--- config.mk ---
export PLATFORM = sky130hd
export DESIGN_NAME = dual_comparator_control
export DESIGN_NICKNAME = d
export VERILOG_FILES = /design/src/pkg/cmp_pkg.sv /design/src/verilog/dual_comparator_control.sv
export SDC_FILE = /design/constraint.sdc
export NUM_CORES = 1
export LEC_CHECK = 0
export ABC_CLOCK_PERIOD_IN_PS = 3950
export CAP_MARGIN = 20
export CORE_MARGIN = 5
export CORE_UTILIZATION = 50
export CTS_BUF_LIST = sky130_fd_sc_hd__clkbuf_4 sky130_fd_sc_hd__clkbuf_8
export DETAILED_ROUTE_END_ITERATION = 6
export DONT_BUFFER_PORTS = 1
export PLACE_DENSITY = 0.71
export RECOVER_POWER = 50
export SETUP_SLACK_MARGIN = 0.5
export SLEW_MARGIN = 20
export SYNTH_ARGS = -nofsm -noshare
export SYNTH_HDL_FRONTEND = slang
export SYNTH_SLANG_ARGS = --single-unit
--- constraint.sdc ---
create_clock -name pclk -period 3.95 [get_ports pclk]
set_input_delay 0.1975 -clock pclk [delete_from_list [all_inputs] [get_ports pclk]]
set_output_delay 0.1975 -clock pclk [all_outputs]
set_load 0.01 [all_outputs]
--- src/pkg/cmp_pkg.sv ---
package cmp_pkg;
  localparam int unsigned NCMP = 2;
  localparam int unsigned ADDR_W = 12;
  localparam int unsigned IDX_W = 10;
  localparam int unsigned IRQ_W = 4;
  // Register indices; byte address is four times the index.
  localparam logic [9:0] IDX_CTL0 = 10'h09e;
  localparam logic [9:0] IDX_CTL1 = 10'h09f;
  localparam logic [9:0] IDX_IRQ_STAT = 10'h0a0;
  localparam logic [9:0] IDX_IRQ_CLR = 10'h0a1;
  localparam logic [9:0] IDX_IRQ_EN = 10'h0a2;
  localparam logic [9:0] IDX_RST_SRC = 10'h0a3;
  // Control register fields.
  localparam int unsigned BIT_EN = 7;
  localparam int unsigned BIT_OUT = 6;
  localparam int unsigned BIT_RISE = 5;
  localparam int unsigned BIT_FALL = 4;
  localparam int unsigned POS_HI = 3;
  localparam int unsigned POS_LO = 2;
  localparam int unsigned NEG_HI = 1;
  localparam int unsigned NEG_LO = 0;
  localparam logic [7:0] CTL_RESET = 8'h00;
  localparam logic [3:0] IRQ_RESET = 4'h0;
  // Interrupt layout: bit 2n is fall of comparator n, bit 2n+1 its rise.
  localparam int unsigned IRQ_FALL_OFS = 0;
  localparam int unsigned IRQ_RISE_OFS = 1;
  localparam int unsigned BIT_RST_SEL = 0;
  // Hysteresis codes.
  localparam logic [1:0] HYST_OFF = 2'h0;
  localparam logic [1:0] HYST_2MV = 2'h1;
  localparam logic [1:0] HYST_4MV = 2'h2;
  localparam logic [1:0] HYST_10MV = 2'h3;
  // Power-up settling that software must respect after enabling.
  localparam int unsigned CLK_MHZ = 100;
  localparam int unsigned POWER_UP_US = 20;
  localparam int unsigned POWER_UP_CYC = POWER_UP_US * CLK_MHZ;
endpackage

--- src/verilog/dual_comparator_control.sv ---
// Chosen here: the APB slave port.
`timescale 1ns/1ps
`default_nettype none
module dual_comparator_control (
  input wire logic pclk,
  input wire logic presetn,
  input wire logic psel,
  input wire logic penable,
  input wire logic pwrite,
  input wire logic [cmp_pkg::ADDR_W-1:0] paddr,
  input wire logic [31:0] pwdata,
  output logic [31:0] prdata,
  output logic pready,
  output logic pslverr,
  input wire logic [cmp_pkg::NCMP-1:0] cmp_raw,
  output logic [cmp_pkg::NCMP-1:0] cmp_power_en,
  output logic [1:0] cmp0_pos_hyst,
  output logic [1:0] cmp0_neg_hyst,
  output logic [1:0] cmp1_pos_hyst,
  output logic [1:0] cmp1_neg_hyst,
  output logic [cmp_pkg::NCMP-1:0] cmp_pin_out,
  output logic cmp0_reset_req,
  output logic irq
);
  import cmp_pkg::*;

  // ****************************************
  // Bus decode
  // ****************************************
  function automatic logic hit(input logic [ADDR_W-1:0] a, input logic [IDX_W-1:0] idx);
    hit = (a[1:0] == 2'h0) && (a[ADDR_W-1:2] == idx);
  endfunction

  logic pready_r;
  logic pslverr_r;
  logic [31:0] prdata_r;
  logic [NCMP-1:0] en_r;
  logic [NCMP-1:0] out_r;
  logic [NCMP-1:0] rise_r;
  logic [NCMP-1:0] fall_r;
  logic [1:0] pos_r [NCMP];
  logic [1:0] neg_r [NCMP];
  logic [IRQ_W-1:0] irq_en_r;
  logic rst_sel_r;
  logic irq_r;
  logic rst_req_r;
  logic [NCMP-1:0] pin_r;
  logic [NCMP-1:0] s1_r;
  logic [NCMP-1:0] s2_r;
  logic [NCMP-1:0] s3_r;
  logic [NCMP-1:0] rise_ev;
  logic [NCMP-1:0] fall_ev;
  logic setup;
  logic wr_done;
  logic [NCMP-1:0] wr_ctl;
  logic wr_clr;
  logic mapped;
  logic [31:0] rd_mux;
  logic [IRQ_W-1:0] stat;

  assign setup = psel && !penable && !pready_r;
  assign wr_done = psel && penable && pready_r && pwrite && !pslverr_r;
  assign wr_ctl[0] = wr_done && hit(paddr, IDX_CTL0);
  assign wr_ctl[1] = wr_done && hit(paddr, IDX_CTL1);
  assign wr_clr = wr_done && hit(paddr, IDX_IRQ_CLR);

  always_comb begin
    stat = {rise_r[1], fall_r[1], rise_r[0], fall_r[0]};
    mapped = 1'b1;
    rd_mux = 32'h0;
    if (hit(paddr, IDX_CTL0)) begin
      rd_mux[7:0] = {en_r[0], out_r[0], rise_r[0], fall_r[0], pos_r[0], neg_r[0]};
    end else if (hit(paddr, IDX_CTL1)) begin
      rd_mux[7:0] = {en_r[1], out_r[1], rise_r[1], fall_r[1], pos_r[1], neg_r[1]};
    end else if (hit(paddr, IDX_IRQ_STAT)) begin
      rd_mux[IRQ_W-1:0] = stat;
    end else if (hit(paddr, IDX_IRQ_EN)) begin
      rd_mux[IRQ_W-1:0] = irq_en_r;
    end else if (hit(paddr, IDX_RST_SRC)) begin
      rd_mux[BIT_RST_SEL] = rst_sel_r;
    end else if (!hit(paddr, IDX_IRQ_CLR)) begin
      mapped = 1'b0;
    end
  end

  // The answer comes one cycle after setup; the clear register reads zero.
  always_ff @(posedge pclk or negedge presetn) begin
    if (!presetn) begin
      pready_r <= 1'b0;
      pslverr_r <= 1'b0;
      prdata_r <= 32'h0;
    end else begin
      pready_r <= setup;
      pslverr_r <= setup && !mapped;
      if (setup && !pwrite && mapped) begin
        prdata_r <= rd_mux;
      end else if (setup) begin
        prdata_r <= 32'h0;
      end
    end
  end

  // ****************************************
  // Per-comparator logic
  // ****************************************
  genvar n;
  generate
    for (n = 0; n < NCMP; n++) begin : g_cmp
      // The first stage feeds only the second.
      always_ff @(posedge pclk or negedge presetn) begin
        if (!presetn) begin
          s1_r[n] <= 1'b0;
          s2_r[n] <= 1'b0;
          s3_r[n] <= 1'b0;
        end else begin
          s1_r[n] <= cmp_raw[n];
          s2_r[n] <= s1_r[n];
          s3_r[n] <= s2_r[n];
        end
      end

      // Edges count only while enabled, so enabling never fakes an edge.
      assign rise_ev[n] = en_r[n] && s2_r[n] && !s3_r[n] && out_r[n] == s3_r[n];
      assign fall_ev[n] = en_r[n] && !s2_r[n] && s3_r[n] && out_r[n] == s3_r[n];

      always_ff @(posedge pclk or negedge presetn) begin
        if (!presetn) begin
          en_r[n] <= CTL_RESET[BIT_EN];
          pos_r[n] <= CTL_RESET[POS_HI:POS_LO];
          neg_r[n] <= CTL_RESET[NEG_HI:NEG_LO];
        end else if (wr_ctl[n]) begin
          en_r[n] <= pwdata[BIT_EN];
          pos_r[n] <= pwdata[POS_HI:POS_LO];
          neg_r[n] <= pwdata[NEG_HI:NEG_LO];
        end
      end

      always_ff @(posedge pclk or negedge presetn) begin
        if (!presetn) begin
          out_r[n] <= 1'b0;
          pin_r[n] <= 1'b0;
        end else begin
          out_r[n] <= en_r[n] && s2_r[n];
          pin_r[n] <= en_r[n] && s2_r[n];
        end
      end

      // A new edge wins over a clear in the same cycle.
      always_ff @(posedge pclk or negedge presetn) begin
        if (!presetn) begin
          rise_r[n] <= CTL_RESET[BIT_RISE];
          fall_r[n] <= CTL_RESET[BIT_FALL];
        end else begin
          if (rise_ev[n]) begin
            rise_r[n] <= 1'b1;
          end else if ((wr_ctl[n] && !pwdata[BIT_RISE]) || (wr_clr && pwdata[2*n+IRQ_RISE_OFS])) begin
            rise_r[n] <= 1'b0;
          end
          if (fall_ev[n]) begin
            fall_r[n] <= 1'b1;
          end else if ((wr_ctl[n] && !pwdata[BIT_FALL]) || (wr_clr && pwdata[2*n+IRQ_FALL_OFS])) begin
            fall_r[n] <= 1'b0;
          end
        end
      end
    end
  endgenerate

  // ****************************************
  // Interrupt and reset source
  // ****************************************
  always_ff @(posedge pclk or negedge presetn) begin
    if (!presetn) begin
      irq_en_r <= IRQ_RESET;
      rst_sel_r <= 1'b0;
    end else begin
      if (wr_done && hit(paddr, IDX_IRQ_EN)) begin
        irq_en_r <= pwdata[IRQ_W-1:0];
      end
      if (wr_done && hit(paddr, IDX_RST_SRC)) begin
        rst_sel_r <= pwdata[BIT_RST_SEL];
      end
    end
  end

  // Reset is requested while comparator 0 is enabled, selected and low.
  always_ff @(posedge pclk or negedge presetn) begin
    if (!presetn) begin
      irq_r <= 1'b0;
      rst_req_r <= 1'b0;
    end else begin
      irq_r <= |(stat & irq_en_r);
      rst_req_r <= rst_sel_r && en_r[0] && !s2_r[0];
    end
  end

  assign prdata = prdata_r;
  assign pready = pready_r;
  assign pslverr = pslverr_r;
  assign cmp_power_en = en_r;
  assign cmp0_pos_hyst = pos_r[0];
  assign cmp0_neg_hyst = neg_r[0];
  assign cmp1_pos_hyst = pos_r[1];
  assign cmp1_neg_hyst = neg_r[1];
  assign cmp_pin_out = pin_r;
  assign cmp0_reset_req = rst_req_r;
  assign irq = irq_r;
endmodule
`default_nettype wire
==> run metrics <==
number of synthesized flops with an enable pin 0; clk_lat worst skew 0.29 ns; startpoint types flip-flop; CP Buf/Inv Count 0; # rows 22; critical path endpoint category flip-flop; CTS H-tree depth 2; Worst Max-Slew Pin Slew 2.02 ns; Core Region 3740 um2; die area 5290 um2; Hold Fails Final Rpt 0; Setup CP Type reg2reg; maximum VDD drop 0.303 mV; via count 1375; placed insts 223; GR peak layer met2; vias per cell 5.85; cts hold-fix bufs 4; clk sinks 39; PD cells 355 nW/um2; Max clock buf depth 2; setup bufs post-CTS 0; antenna violations before repair 0; die height 72.7 um; Mapped Area 1970 um2; clock root buffer clkbuf_8; Seq/Total Area, Yosys 49.6%; Diodes inserted 0; drt first pass iters 4; final std cells w/o fill 235; final max-slew violation count 40; Ys Warns 0; async set-reset flop share out of synthesis 100%; dpl hpwl 3210 um; Yosys reg bits 39; clock-pin slew on the worst setup and hold paths 0.08 ns; Num CTS Buffers 5; largest net degree at the start of global routing 40; CTS resizes 0; routed len/inst 17.8 um; Max FO, Critical Path 11; run status finished, violations left; final setup fails 0; antenna-violating nets left 0; slew margin rel. -34.5%; clock skew 0.00363 ns; crit path time final 2.26 ns; Synth Flop Type dfrtp_1; All-Layer GR Usage 16.2%; vias in the first global route 1305; met2 Track Usage GR 25.6%; CTS tree done; global route overflow 0; Post-Syn Area per Cell 10.7 um2; Arr. time, crit path 2.49 ns; RePlAce Congestion 0.849; Max Freq 0.442 GHz; Cell variety after synth 39; global-route wire length before repair 6630 um; min-delay worst type in2reg; setup TNS 0 ns; failing checks max-capacitance violations, max-slew violations; Initial Util 52.5%; critical-path cell list or3b_2, nor4_1, a21boi_0, a32o_1; CP max stage cell or3b_2; num ports 99; DRC viols 0; RSZ-0062 raised after global routing no; fin nets 237; Synth Instances 184; Port Buffers 0; Critical Path Max Stage Delay 0.60 ns; Iteration-0 DRC Markers 89; Max-Cap Viols 1; grt met1 use 20.3%; ratio of final minimum period to clock period 57.2%; CP delay by family, top simple AND/OR/NAND/NOR gates; WP data required 4.18 ns; Routed Wire Length 4180 um; Die Wd 72.7 um; GRT met3 Usage 6.89%; WHS 0.0411 ns; Pleak 0.954 nW; Layout area overhead 2.86%; proportion of layout cells with a drive suffix above 1 12.8%; post-layout util 54.0%
-- flip-flops by register name (all words and copies together), names as in the netlist --
name            count
s3_r                2
s2_r                2
cmp0_pos_hyst       2
cmp_power_en        2
irq_en_r            4
rst_sel_r           1
pready              1
cmp0_neg_hyst       2
cmp1_pos_hyst       2
cmp1_neg_hyst       2
cmp_pin_out         2
fall_r              2
cmp0_reset_req      1
s1_r                2
pslverr             1
prdata              8
irq                 1
rise_r              2
-- worst paths after layout --
kind	start	endpoint	slack, ns	cells past startpoint
worst max-delay path	pready	prdata[0]	1.69	4
worst min-delay path	pwdata[0]	rst_sel_r	0.04	1
worst max register to register	pready	prdata[0]	1.69	4
worst min register to register	s1_r[1]	s2_r[1]	0.35	0
max in group asynchronous	presetn	pslverr	1.79	2
min in group asynchronous	presetn	cmp0_reset_req	1.02	2
-- placed cells by master, fill, tap and decap left out, types with 2 or more instances in the layout --
cell type / instances
clkbuf_8: 5
clkinvlp_4: 2
a211o_1: 2
nor3_1: 2
nor4_1: 5
nor2b_1: 2
nand3_1: 4
or3b_2: 2
o31ai_1: 2
dfrtp_1: 39
o22a_1: 2
nand2_1: 12
nand4_1: 3
or2_2: 2
inv_1: 6
a22oi_1: 2
o41ai_1: 2
nand4b_1: 2
and2_0: 2
or3_1: 2
mux2i_1: 8
mux2_2: 10
nor2_1: 7
a32o_1: 4
conb_1: 24
o21ai_0: 16
dlygate4sd3_1: 3
or4b_1: 2
-- layer usage --
metal  routed length [um]  vias up  part of all wire [%]
met5                    0        -                     0
met4                   68        0                   1.6
met3                  622        9                    15
met2                 1920       90                    46
met1                 1570      661                    38
li1                     -      615                     -
-- per-stage QoR --
| stage | instance area (um2) | power (W) | worst slack, ns |
|---|---|---|---|
| 3_3_place_gp | 1900 | 0.000441 | 1.79 |
| 5_1_grt | 2020 | 0.000748 | 1.27 |
| 6_report | 2020 | 0.000718 | 1.69 |
| 3_5_place_dp | 1900 | 0.000442 | 1.73 |
| 4_1_cts | 2040 | 0.000726 | 1.71 |
| 2_1_floorplan | 2050 | 0.000460 | 2.07 |
-- power breakdown --
group          switching [W]  internal [W]
registers         0.00000360      0.000403
clock network       0.000148      0.000126
logic              0.0000276     0.0000102
-- area by class of cell --
type / count / area [um2]
fillers: 324 / 1720
clock inverters: 3 / 23.8
well taps: 48 / 60.1
multi-input cells: 130 / 838
repair buffers: 4 / 33.8
flip-flops and latches: 39 / 976
inverters: 6 / 22.5
clock buffers: 5 / 68.8
-- worst register-to-register path, stage by stage (launching register included) --
cell and delay, ns:
dfrtp_1 0.43, or3b_2 0.60, nor4_1 0.57, a21boi_0 0.39
a32o_1 0.22
-- cells in the mapped netlist, types with 2 or more instances --
library cell / number / share of area (%)
o41ai_1: 2 / 0.89
dfrtp_1: 39 / 50
nor4_1: 5 / 1.6
inv_1: 6 / 1.1
or2_2: 2 / 0.64
a32o_1: 4 / 2.0
nand4b_1: 2 / 0.89
or4b_1: 2 / 1.0
mux2_2: 10 / 5.7
buf_2: 5 / 1.3
nand4_1: 3 / 0.95
nor2b_1: 2 / 0.64
buf_4: 24 / 9.2
or3b_2: 2 / 0.89
o31ai_1: 2 / 0.76
clkbuf_1: 2 / 0.38
nor3_1: 2 / 0.51
mux2i_1: 8 / 4.1
nand2_1: 12 / 2.3
and2_1: 3 / 0.95
o21ai_0: 16 / 4.1
nor2_1: 7 / 1.3
o22a_1: 2 / 0.89
a211o_1: 2 / 0.89
or3_1: 2 / 0.64
nand3_1: 4 / 1.0
a22oi_1: 2 / 0.76
-- logic make-up after synthesis --
kind of cell / after synthesis / synth area share [%]
buf+inv: 38 / 12.1
mux: 19 / 10.4
compound gates: 34 / 11.8
other cells: 1 / 0.191
flops: 39 / 49.6
simple gates: 53 / 15.9
Note: power is estimated with default switching activity, not from simulation.
